[src/inc/exec_map.svh]
// Opcode patterns, address constants and field positions for the exec unit
// Overview of operation
// - Add sums source and accumulator, sets both carries
// - Overflow is carry out of bit6 XOR bit7
// - Add forms: register, direct, indirect, immediate
// - Add-with-carry includes carry flag in sum
// - Page jump: PC+2 top five, opcode, byte
// - Page jump opcode low bits are 00001
// - Byte AND writes destination, flags unchanged
// - Port read-modify-write reads the output latch
// - Byte AND has six operand combinations
// - Carry AND clears carry on zero source
// - Carry AND source by direct bit address
// - Inverted carry AND 10110000 leaves bit intact
`ifndef EXEC_MAP_SVH
`define EXEC_MAP_SVH

`define OPC_ADD_HI      4'h2
`define OPC_SUM_CIN_HI  4'h3
`define OPC_AND_HI      4'h5
`define OPC_LO_IMM      4'h4
`define OPC_LO_DIR      4'h5
`define OPC_LO_IND      3'h3
`define OPC_AND_DIR_A   8'h52
`define OPC_AND_DIR_IMM 8'h53
`define OPC_AND_C_BIT   8'h82
`define OPC_AND_C_NBIT  8'hB0
`define OPC_PJMP_LO     5'h01
`define PJMP_PC_STEP    16'h0002
`define BIT_AREA_BASE   8'h20
`define BANK_STRIDE_LSB 3

`endif

[src/inc/exec_pkg.sv]
// Types shared by the decoder and the execution datapath
package exec_pkg;

  typedef enum logic [3:0] {
    OP_NONE, OP_ADD, OP_SUM_CIN, OP_PJMP, OP_AND_A, OP_AND_DIR_A,
    OP_AND_DIR_IMM, OP_AND_C, OP_AND_CN
  } op_kind_t;

  typedef enum logic [2:0] {
    SRC_NONE, SRC_REG, SRC_DIR, SRC_IND, SRC_IMM, SRC_BIT
  } src_mode_t;

  typedef enum logic [2:0] {
    ST_IDLE, ST_PTR, ST_PTR_DATA, ST_READ, ST_EXEC
  } state_t;

  typedef struct packed {
    logic [15:0] pc;
    logic [7:0]  opcode;
    logic [7:0]  byte2;
    logic [7:0]  byte3;
  } instr_t;

  typedef struct packed {
    op_kind_t  kind;
    src_mode_t mode;
  } dec_t;

  typedef struct packed {
    logic       rd;
    logic       wr;
    logic       indirect;
    logic       from_latch;
    logic [7:0] addr;
    logic [7:0] wdata;
  } mem_req_t;

endpackage

[src/add_and_jump_exec_unit.sv]
// Execution datapath for add, add with carry, page jump and AND
`timescale 1ns/1ps
`include "exec_map.svh"

module add_and_jump_exec_unit
(
  input  wire logic              clk,
  input  wire logic              reset,
  input  wire logic [1:0]        bank_register_sel,
  input  wire logic              instr_valid,
  input  wire exec_pkg::instr_t  instr,
  output logic                   instr_ready,
  output exec_pkg::mem_req_t     mem_req,
  input  wire logic [7:0]        mem_rdata,
  output logic [7:0]             acc,
  output logic                   carry_flag,
  output logic                   half_carry_flag,
  output logic                   sign_error_flag,
  output logic                   pc_load,
  output logic [15:0]            pc_target,
  output logic                   done,
  output logic                   unsupported
);

  // ****************************************************************
  // Decode and state
  // ****************************************************************
  exec_pkg::dec_t     dec;
  exec_pkg::state_t   state_q;
  exec_pkg::op_kind_t kind_q;
  exec_pkg::instr_t   ins_q;
  logic [7:0]         acc_q;
  logic               carry_q;
  logic               half_q;
  logic               sign_q;
  logic [2:0]         bit_sel_q;
  exec_pkg::mem_req_t req_q;
  logic               pc_load_q;
  logic [15:0]        pc_target_q;
  logic               done_q;
  logic               unsup_q;
  logic               accept;

  exec_decode u_decode
  (
    .opcode (instr.opcode),
    .dec    (dec)
  );

  assign instr_ready = (state_q == exec_pkg::ST_IDLE);
  assign accept      = instr_valid && instr_ready;

  // ****************************************************************
  // Operand addressing
  // ****************************************************************
  logic [7:0] reg_addr;
  logic [7:0] ptr_addr;
  logic [7:0] bit_byte;
  logic       src_bit;
  logic [7:0] operand;

  assign reg_addr = {3'h0, bank_register_sel, instr.opcode[2:0]};
  assign ptr_addr = {3'h0, bank_register_sel, 2'h0, instr.opcode[0]};
  // Bit address to byte address: low half in bit area, high half in SFRs
  assign bit_byte = instr.byte2[7] ? {instr.byte2[7:3], 3'h0}
                                   : `BIT_AREA_BASE + {4'h0, instr.byte2[6:3]};
  assign src_bit  = mem_rdata[bit_sel_q];
  // Immediate data follows the opcode; for direct-dest AND it is third
  assign operand  = (kind_q == exec_pkg::OP_AND_DIR_IMM) ? ins_q.byte3
                  : mem_rdata;

  // ****************************************************************
  // Adder with carries out of bits 3, 6 and 7
  // ****************************************************************
  logic [7:0] add_src;
  logic       add_cin;
  logic [4:0] sum_lo;
  logic [3:0] sum_mid;
  logic [1:0] sum_hi;
  logic [7:0] sum;
  logic       c3;
  logic       c6;
  logic       c7;

  always_comb
  begin
    add_src = (state_q == exec_pkg::ST_EXEC && ins_q.opcode[3:0] == `OPC_LO_IMM
               && !ins_q.opcode[3]) ? ins_q.byte2 : mem_rdata;
    add_cin = (kind_q == exec_pkg::OP_SUM_CIN) ? carry_q : 1'b0;
  end

  assign sum_lo  = {1'b0, acc_q[3:0]} + {1'b0, add_src[3:0]}
                 + {4'h0, add_cin};
  assign c3      = sum_lo[4];
  assign sum_mid = {1'b0, acc_q[6:4]} + {1'b0, add_src[6:4]} + {3'h0, c3};
  assign c6      = sum_mid[3];
  assign sum_hi  = {1'b0, acc_q[7]} + {1'b0, add_src[7]} + {1'b0, c6};
  assign c7      = sum_hi[1];
  assign sum     = {sum_hi[0], sum_mid[2:0], sum_lo[3:0]};

  // ****************************************************************
  // Sequencer
  // ****************************************************************
  always_ff @(posedge clk)
  begin
    if (reset)
      state_q <= exec_pkg::ST_IDLE;
    else
    begin
      unique case (state_q)
        exec_pkg::ST_IDLE:
          if (accept && dec.kind != exec_pkg::OP_NONE)
          begin
            unique case (dec.mode)
              exec_pkg::SRC_IND: state_q <= exec_pkg::ST_PTR;
              exec_pkg::SRC_IMM: state_q <= exec_pkg::ST_EXEC;
              exec_pkg::SRC_NONE: state_q <= exec_pkg::ST_IDLE;
              default:           state_q <= exec_pkg::ST_READ;
            endcase
          end
        exec_pkg::ST_PTR:      state_q <= exec_pkg::ST_PTR_DATA;
        exec_pkg::ST_PTR_DATA: state_q <= exec_pkg::ST_READ;
        exec_pkg::ST_READ:     state_q <= exec_pkg::ST_EXEC;
        exec_pkg::ST_EXEC:     state_q <= exec_pkg::ST_IDLE;
      endcase
    end
  end

  // Latch the instruction on acceptance
  always_ff @(posedge clk)
  begin
    if (reset)
    begin
      kind_q    <= exec_pkg::OP_NONE;
      ins_q     <= '0;
      bit_sel_q <= 3'h0;
    end
    else if (accept)
    begin
      kind_q    <= dec.kind;
      ins_q     <= instr;
      bit_sel_q <= instr.byte2[2:0];
    end
  end

  // ****************************************************************
  // Memory requests, registered
  // ****************************************************************
  always_ff @(posedge clk)
  begin
    if (reset)
      req_q <= '0;
    else
    begin
      req_q <= '0;
      if (accept)
      begin
        unique case (dec.mode)
          exec_pkg::SRC_REG:
          begin
            req_q.rd   <= 1'b1;
            req_q.addr <= reg_addr;
          end
          exec_pkg::SRC_IND:
          begin
            req_q.rd   <= 1'b1;
            req_q.addr <= ptr_addr;
          end
          exec_pkg::SRC_DIR:
          begin
            req_q.rd   <= 1'b1;
            req_q.addr <= instr.byte2;
            // Read-modify-write of a port takes the output latch
            req_q.from_latch <= (dec.kind == exec_pkg::OP_AND_DIR_A) ||
                                (dec.kind == exec_pkg::OP_AND_DIR_IMM);
          end
          exec_pkg::SRC_BIT:
          begin
            req_q.rd   <= 1'b1;
            req_q.addr <= bit_byte;
          end
          default: req_q <= '0;
        endcase
      end
      else if (state_q == exec_pkg::ST_PTR_DATA)
      begin
        req_q.rd       <= 1'b1;
        req_q.indirect <= 1'b1;
        req_q.addr     <= mem_rdata;
      end
      else if (state_q == exec_pkg::ST_EXEC &&
               (kind_q == exec_pkg::OP_AND_DIR_A ||
                kind_q == exec_pkg::OP_AND_DIR_IMM))
      begin
        req_q.wr    <= 1'b1;
        req_q.addr  <= ins_q.byte2;
        req_q.wdata <= mem_rdata &
                       ((kind_q == exec_pkg::OP_AND_DIR_A) ? acc_q
                                                           : operand);
      end
    end
  end

  // ****************************************************************
  // Accumulator and flags
  // ****************************************************************
  always_ff @(posedge clk)
  begin
    if (reset)
      acc_q <= 8'h00;
    else if (state_q == exec_pkg::ST_EXEC)
    begin
      if (kind_q == exec_pkg::OP_ADD || kind_q == exec_pkg::OP_SUM_CIN)
        acc_q <= sum;
      else if (kind_q == exec_pkg::OP_AND_A)
        acc_q <= acc_q & ((ins_q.opcode[3:0] == `OPC_LO_IMM)
                          ? ins_q.byte2 : mem_rdata);
    end
  end

  always_ff @(posedge clk)
  begin
    if (reset)
    begin
      carry_q <= 1'b0;
      half_q  <= 1'b0;
      sign_q  <= 1'b0;
    end
    else if (state_q == exec_pkg::ST_EXEC)
    begin
      unique case (kind_q)
        exec_pkg::OP_ADD, exec_pkg::OP_SUM_CIN:
        begin
          carry_q <= c7;
          half_q  <= c3;
          sign_q  <= c6 ^ c7;
        end
        exec_pkg::OP_AND_C:
          if (!src_bit)
            carry_q <= 1'b0;
        exec_pkg::OP_AND_CN:
          if (src_bit)
            carry_q <= 1'b0;
        default: carry_q <= carry_q;
      endcase
    end
  end

  // ****************************************************************
  // Page jump and completion
  // ****************************************************************
  logic [15:0] pc_next;
  assign pc_next = ins_q.pc + `PJMP_PC_STEP;

  always_ff @(posedge clk)
  begin
    if (reset)
    begin
      pc_load_q   <= 1'b0;
      pc_target_q <= 16'h0000;
      done_q      <= 1'b0;
      unsup_q     <= 1'b0;
    end
    else
    begin
      pc_load_q <= 1'b0;
      done_q    <= 1'b0;
      unsup_q   <= 1'b0;
      if (accept && dec.kind == exec_pkg::OP_NONE)
      begin
        done_q  <= 1'b1;
        unsup_q <= 1'b1;
      end
      else if (state_q == exec_pkg::ST_EXEC)
      begin
        done_q <= 1'b1;
        if (kind_q == exec_pkg::OP_PJMP)
        begin
          pc_load_q   <= 1'b1;
          pc_target_q <= {pc_next[15:11], ins_q.opcode[7:5],
                          ins_q.byte2};
        end
      end
    end
  end

  assign mem_req         = req_q;
  assign acc             = acc_q;
  assign carry_flag      = carry_q;
  assign half_carry_flag = half_q;
  assign sign_error_flag = sign_q;
  assign pc_load         = pc_load_q;
  assign pc_target       = pc_target_q;
  assign done            = done_q;
  assign unsupported     = unsup_q;

endmodule

[src/exec_decode.sv]
// Opcode decoder for add, page jump and AND instructions
`timescale 1ns/1ps
`include "exec_map.svh"

module exec_decode
(
  input  wire logic [7:0]      opcode,
  output exec_pkg::dec_t       dec
);

  logic [3:0] hi;
  logic [3:0] lo;
  exec_pkg::src_mode_t mode_lo;

  assign hi = opcode[7:4];
  assign lo = opcode[3:0];

  // Low nibble selects the source operand
  always_comb
  begin
    if (lo[3])
      mode_lo = exec_pkg::SRC_REG;
    else if (lo[3:1] == `OPC_LO_IND)
      mode_lo = exec_pkg::SRC_IND;
    else if (lo == `OPC_LO_DIR)
      mode_lo = exec_pkg::SRC_DIR;
    else if (lo == `OPC_LO_IMM)
      mode_lo = exec_pkg::SRC_IMM;
    else
      mode_lo = exec_pkg::SRC_NONE;
  end

  always_comb
  begin
    dec.kind = exec_pkg::OP_NONE;
    dec.mode = exec_pkg::SRC_NONE;
    if (opcode[4:0] == `OPC_PJMP_LO)
    begin
      dec.kind = exec_pkg::OP_PJMP;
      dec.mode = exec_pkg::SRC_IMM;
    end
    else if (opcode == `OPC_AND_DIR_A)
    begin
      dec.kind = exec_pkg::OP_AND_DIR_A;
      dec.mode = exec_pkg::SRC_DIR;
    end
    else if (opcode == `OPC_AND_DIR_IMM)
    begin
      dec.kind = exec_pkg::OP_AND_DIR_IMM;
      dec.mode = exec_pkg::SRC_DIR;
    end
    else if (opcode == `OPC_AND_C_BIT)
    begin
      dec.kind = exec_pkg::OP_AND_C;
      dec.mode = exec_pkg::SRC_BIT;
    end
    else if (opcode == `OPC_AND_C_NBIT)
    begin
      dec.kind = exec_pkg::OP_AND_CN;
      dec.mode = exec_pkg::SRC_BIT;
    end
    else if (mode_lo != exec_pkg::SRC_NONE)
    begin
      dec.mode = mode_lo;
      if (hi == `OPC_ADD_HI)
        dec.kind = exec_pkg::OP_ADD;
      else if (hi == `OPC_SUM_CIN_HI)
        dec.kind = exec_pkg::OP_SUM_CIN;
      else if (hi == `OPC_AND_HI)
        dec.kind = exec_pkg::OP_AND_A;
      else
        dec.mode = exec_pkg::SRC_NONE;
    end
  end

endmodule

[config.mk]
export PLATFORM = sky130hd
export DESIGN_NAME = add_and_jump_exec_unit
export DESIGN_NICKNAME = d
export VERILOG_FILES = /design/src/inc/exec_pkg.sv /design/src/add_and_jump_exec_unit.sv /design/src/exec_decode.sv
export VERILOG_INCLUDE_DIRS = /design/src /design/src/inc
export SDC_FILE = /design/constraint.sdc
export NUM_CORES = 1
export LEC_CHECK = 0
export BUFFER_PORTS_ARGS = -buffer_cell sky130_fd_sc_hd__buf_2
export CAP_MARGIN = 20
export CORE_MARGIN = 3
export CORE_UTILIZATION = 58
export DETAILED_ROUTE_END_ITERATION = 6
export PLACE_DENSITY_LB_ADDON = 0.08
export SYNTH_ARGS = -nofsm -noshare
export SYNTH_HDL_FRONTEND = slang
export SYNTH_SLANG_ARGS = --single-unit
[constraint.sdc]
create_clock -name clk -period 7.9 [get_ports clk]
set_clock_uncertainty 0.15 [all_clocks]
set_input_delay 0.395 -clock clk [delete_from_list [all_inputs] [get_ports clk]]
set_output_delay 0.395 -clock clk [all_outputs]
set_load 0.005 [all_outputs]
Word-level counts from Yosys, hierarchy flattened:

Index checks and enable logic that the tools add are counted.

* bits in registers: 100
* bits of input ports: 53

* equal/unequal tests: 34
* bitwise operators: 8
* reductions and logical operators: 28
* mux-type cells: 46
* $add $sub $neg: 8
* order comparisons: 1

Operators by type and width (count)
* 2-to-1 mux 8 bit: 9
* 2-to-1 mux 7 bit: 6
* equality test 4 x 3 -> 1 bit (second input constant): 10
* 2-to-1 mux 16 bit: 2
* one-hot mux 8 bit (4 select lines): 1
* 2-to-1 mux 3 bit: 10
* adder 16 x 2 -> 16 bit (second input constant): 1
* AND 8 bit: 2
* equality test 4 x 2 -> 1 bit (second input constant): 4
* equality test 8 x 7 -> 1 bit (second input constant): 2
* equality test 8 bit (second input constant): 2
* equality test 3 x 2 -> 1 bit (second input constant): 5
* one-hot mux 3 bit (5 select lines): 1
* 2-to-1 mux 1 bit: 12
* equality test 3 bit (second input constant): 3
* one-hot mux 3 bit (3 select lines): 1
* OR reduction 3 bit: 3
* 2-to-1 mux 4 bit: 2
* OR reduction 4 bit: 2
* adder 6 x 4 -> 7 bit (first input constant): 1
* equality test 3 x 1 -> 1 bit (second input constant): 2
* logical AND 1 bit: 6
* logical NOT 3 bit: 2
* nonzero test 3 bit: 2
* 25 further kinds: 34

Logic depth before layout (Yosys ltp):

* depth in word-level cells: 18
* gate-level depth with buffers: 17

Cells and area by module:

A second synthesis with hierarchy kept.

* cell total of the unflattened synthesis: 487
* area, all modules: 4593.2 um^2

Modules (own cells, without submodules)
* add_and_jump_exec_unit: area an instance 4312.9 um^2, cells an instance 450, instances 1
* exec_decode: area an instance 280.3 um^2, cells an instance 37, instances 1

Least setup slack after synthesis:

No wires, ideal clock.

* path type: reg-to-reg
* start: register state_q[0]
* end: register sign_q, in the netlist sign_error_flag
* arrival time: 3.627 ns
* data required time: 7.679 ns
* buffers on the path: 1
* path slack: 4.053 ns
* cell stages (with the launch flop): 17
* path through: dfxtp_1 or2_1 clkbuf_1 nor2_1 nand2_1 mux2_2 ha_1 nor2b_1 o21ai_0 nand2b_1 fa_1 a21o_1 a21o_1 fa_1 xor2_1 nand2_1 a21oi_1

* longest elaborated chain between the ends: 9
* elaborated cells between the ends (all ways): 12
* those cells by class: add/sub: 6; eq/ne: 1; mux: 1; bitwise: 1; reduce/logical: 3

Ends and longest elaborated chain
* start: declaration: line add_and_jump_exec_unit.sv:29 `exec_pkg::state_t state_q;`
* start signal: assignment: line add_and_jump_exec_unit.sv:107 `state_q <= exec_pkg::ST_IDLE;`
* start signal: assignment: line add_and_jump_exec_unit.sv:115 `exec_pkg::SRC_IND: state_q <= exec_pkg::ST_PTR;`
* start signal: assignment: line add_and_jump_exec_unit.sv:116 `exec_pkg::SRC_IMM: state_q <= exec_pkg::ST_EXEC;`
* equality test 3 bit (*): line add_and_jump_exec_unit.sv:87 `` add_src = (state_q == exec_pkg::ST_EXEC && ins_q.opcode[3:0] == `OPC_LO_IMM ``
* logical AND 1 bit (no line) (*)
* logical AND 1 bit (*): line add_and_jump_exec_unit.sv:87
* 2-to-1 mux 8 bit (*): line add_and_jump_exec_unit.sv:87
* adder 4 x 4 -> 5 bit (*): line add_and_jump_exec_unit.sv:92 `assign sum_lo = {1'b0, acc_q[3:0]} + {1'b0, add_src[3:0]}`
* adder 5 x 1 -> 5 bit (*): line add_and_jump_exec_unit.sv:93 `+ {4'h0, add_cin};`
* via sum_lo[4]: line add_and_jump_exec_unit.sv:77 `logic [4:0] sum_lo;`
* adder 4 x 1 -> 4 bit (*): line add_and_jump_exec_unit.sv:95 `assign sum_mid = {1'b0, acc_q[6:4]} + {1'b0, add_src[6:4]} + {3'h0, c3};`
* adder 2 x 1 -> 2 bit: line add_and_jump_exec_unit.sv:97 `assign sum_hi = {1'b0, acc_q[7]} + {1'b0, add_src[7]} + {1'b0, c6};`
* XOR 1 bit (*): line add_and_jump_exec_unit.sv:236 `sign_q <= c6 ^ c7;`
* end signal: assignment: line add_and_jump_exec_unit.sv:236
* end: declaration: line add_and_jump_exec_unit.sv:35 `logic sign_q;`

The timed path passes the listed nets; every way through them passes the cells marked *.
A chain may end at the register's enable or synchronous reset.

Worst setup path in the final report:

* start: register state_q[1]
* end: register sign_q, in the netlist sign_error_flag

The elaborated chain is that of the path after synthesis.

==> impl_metrics.env <==
export IMPL_status="finished clean"
export IMPL_start_util_pct=60.8
export IMPL_hold_end="ins_q[36]"
export IMPL_min_path_type="in -> reg"
export IMPL_worstMarginPinSlew_ns=1.06
export IMPL_cts_hold_buf=0
export IMPL_synth_edf_count=0
export IMPL_netlist_area_um2=4480
export IMPL_syn_avg_cell_area_um2=9.38
export IMPL_viasPerCell=6.10
export IMPL_clock_root_buffer="clkbuf_8"
export IMPL_cts_num_sinks=95
export IMPL_placed_area_um2=5020
export IMPL_syn_nets=541
export IMPL_worstSetupStartpointType="flip-flop"
export IMPL_intPower_uw=663
export IMPL_clockBufferDepth=2
export IMPL_cts_buffers=9
export IMPL_reg2reg_slack_ns=3.60
export IMPL_drv_cap=0
export IMPL_antenna_found_initial=0
export IMPL_crit_type="reg -> reg"
export IMPL_clk_pin_slew_ns=0.11
export IMPL_n_antenna_cell=0
export IMPL_firstDrtPassIters=7
export IMPL_leakagePower_uw=0.00209
export IMPL_yosysWarningCount=0
export IMPL_post_cts_buffers=0
export IMPL_die_w_um=93.9
export IMPL_die_h_um=93.9
export IMPL_rsz0062_at_grt="no"
export IMPL_nFillCells=609
export IMPL_fin_area_um2=5220
export IMPL_hold_viol_final=0
export IMPL_slowest_delay_ns=0.46
export IMPL_cpMostUsedCell="fa_1"
export IMPL_dp_hpwl_mm=8.51
export IMPL_ys_seq_area_share_pct=42.4
export IMPL_synthArstFlopShare_pct=0
export IMPL_clk_insertion_delay_late_ns=0.36
export IMPL_end_kind="flip-flop"
export IMPL_instances_no_fill=666
export IMPL_seq_power_share_pct=55.2
export IMPL_drc=0
export IMPL_arrival_ns=4.45
export IMPL_grt_max_degree=45
export IMPL_fmax_mhz=232
export IMPL_path_cells="or2_1 -> nor2_1 -> nand2_1 -> mux2i_1 -> fa_1 -> fa_1 -> nor2b_1 -> o21ai_0 -> nand2b_1 -> fa_1 -> a21o_1 -> a21o_1 -> fa_1 -> xor2_1 -> nand2_1 -> a21oi_1"
export IMPL_switching_share_pct=28.3
export IMPL_synthDistinctLibCells=63
export IMPL_combPwrFrac_pct=10.8
export IMPL_dp_cells=650
export IMPL_ys_ff_latch=95
export IMPL_port_buffers=102
export IMPL_clkPwrFrac_pct=34.0
export IMPL_ant_nets=0
export IMPL_cts_tree="built"
export IMPL_hold_path_depth=2
export IMPL_drive_gt1_share_pct=26.6
export IMPL_hp_start="instr[36]"
export IMPL_drt_iter0_markers=304
export IMPL_synth_flop_cell="dfxtp_1"
export IMPL_synth_cells=478
export IMPL_ctsResizeCount=0
export IMPL_wl_per_cell_um=17.1
export IMPL_peakVddDrop_v=0.000150
export IMPL_place_gp_congestion=0.912
export IMPL_die_area_um2=8820
export IMPL_p_total_uw=924
export IMPL_coreArea_um2=7370
export IMPL_worst_r2r_path_depth=16
export IMPL_drv_slew=0
export IMPL_globalRouteTotalUtil_pct=26.9
export IMPL_grt_pass1_vias=3753
export IMPL_slew_headroom_pct=29.1
export IMPL_overflow=0
export IMPL_min_period_ns=4.30
export IMPL_cp_slowest_cell="fa_1"
export IMPL_powerDensity_nw_per_um2=177
export IMPL_path_buf_inv=0
export IMPL_period_share_pct=54.5
export IMPL_crit_required_ns=8.04
export IMPL_wl_mm=11.4
export IMPL_via_count=4060
export IMPL_grt_pass1_wl_mm=18.8
export IMPL_htree_num_levels=3
export IMPL_row_count=31
export IMPL_pin_count=104
export IMPL_syn_to_final_growth_pct=16.4
export IMPL_r2r_start="state_q[1]"
export IMPL_p_sw_uw=262
export IMPL_crit_family="adder cells"
export IMPL_cp_max_fo=8
export IMPL_finish_net_count=625
export IMPL_tns_ns=0
export IMPL_r2r_end="sign_error_flag"
export IMPL_setup_viol=0
-- power by group through the flow --
stage          registers, µW  logic, µW  clock network [µW]
2_1_floorplan            515       67.1                   0
3_3_place_gp             521       95.7                   0
3_5_place_dp             521       98.0                   0
4_1_cts                  510       98.4                 321
5_1_grt                  513        109                 341
6_report                 510       99.8                 314
-- cell usage after synthesis (all sizes together), types with 4 or more instances --
cell | count | share of area [%]
o22ai | 7 | 0.98
a211oi | 7 | 1.4
a22oi | 10 | 1.7
nor2 | 18 | 1.5
a21oi | 31 | 3.5
nor4 | 5 | 1.5
nand4 | 6 | 0.84
nor3 | 8 | 0.89
a31oi | 10 | 1.4
mux2i | 13 | 2.9
mux2 | 7 | 1.8
o21ai | 13 | 1.5
nand3b | 5 | 0.84
dfxtp | 95 | 42
nand3 | 9 | 1.0
inv | 12 | 1.0
or2 | 4 | 0.61
nor2b | 5 | 0.70
buf | 10 | 1.3
ha | 5 | 1.4
a22o | 36 | 7.0
a21o | 5 | 0.84
nand2b | 8 | 1.1
xor2 | 4 | 0.78
clkbuf | 22 | 1.8
nand2 | 71 | 5.9
fa | 5 | 2.2
xnor2 | 7 | 1.5
a2111oi | 5 | 1.8
-- cell type report --
class / instances / area (µm²) / area share (%)
multi-input combinational: 339 / 2410 / 46.3
tap: 99 / 124 / 2.37
clock inverter: 7 / 73.8 / 1.42
clock buffer: 9 / 124 / 2.37
inverter: 12 / 45.0 / 0.864
sequential: 95 / 1900 / 36.5
timing repair buffer: 105 / 533 / 10.2
-- stage by stage --
stage,hold WS [ns],utilization [%],setup WS [ns]
final,0.0789,70.8,3.60
after global routing,0.0620,70.8,3.30
after CTS,0.0668,70.8,3.62
after detailed placement,0.297,68.1,3.62
after global placement,0.287,68.0,3.05
after floorplan,0.276,-,4.05
-- per-layer routing --
metal | track usage (%) | vias to the layer above | routed length (µm)
met5 | 0 | - | 0
met1 | 37.8 | 1925 | 4990
met3 | 5.45 | 18 | 970
met4 | 7.22 | 0 | 152
li1 | - | 1925 | -
met2 | 42.3 | 192 | 5300
-- layout by cell type, fill, tap and decap left out, drive strengths merged, types with 6 or more instances in the layout --
cell,n
a211oi,7
a21oi,31
a22o,36
a22oi,10
a31oi,10
buf,105
clkbuf,9
dfxtp,95
inv,16
mux2,7
mux2i,13
nand2,71
nand2b,8
nand3,9
nand4,6
nor2,18
nor3,8
o21ai,13
o22ai,7
xnor2,7
-- cell families after synthesis --
family	share of synthesized area (%)
XOR/XNOR	2.32
multiplexers	5.67
buffers and inverters	4.13
AND/OR/NAND/NOR	17.5
adder cells (fa/ha/maj)	3.63
AO/OA/AOI/OAI	24.3
flip-flops	42.4
-- worst max path at each step --
| stage | startpoint | to | slack, ns | cells past startpoint |
|---|---|---|---|---|
| floorplan | state_q[0] | sign_error_flag | 4.05 | 16 |
| global placement | ins_q[16] | sign_error_flag | 3.05 | 14 |
| detailed placement | state_q[0] | sign_error_flag | 3.62 | 16 |
| CTS | state_q[0] | sign_error_flag | 3.62 | 16 |
| global route | state_q[1] | sign_error_flag | 3.30 | 16 |
| finish | state_q[1] | sign_error_flag | 3.60 | 16 |
-- registers in the layout, summed over array words and instances, names as in the netlist, 3 cells and up --
register   count
acc            8
ins_q         38
kind_q         4
mem_req       20
pc_target     16
state_q        3
Power figures use the tool's default switching activity.
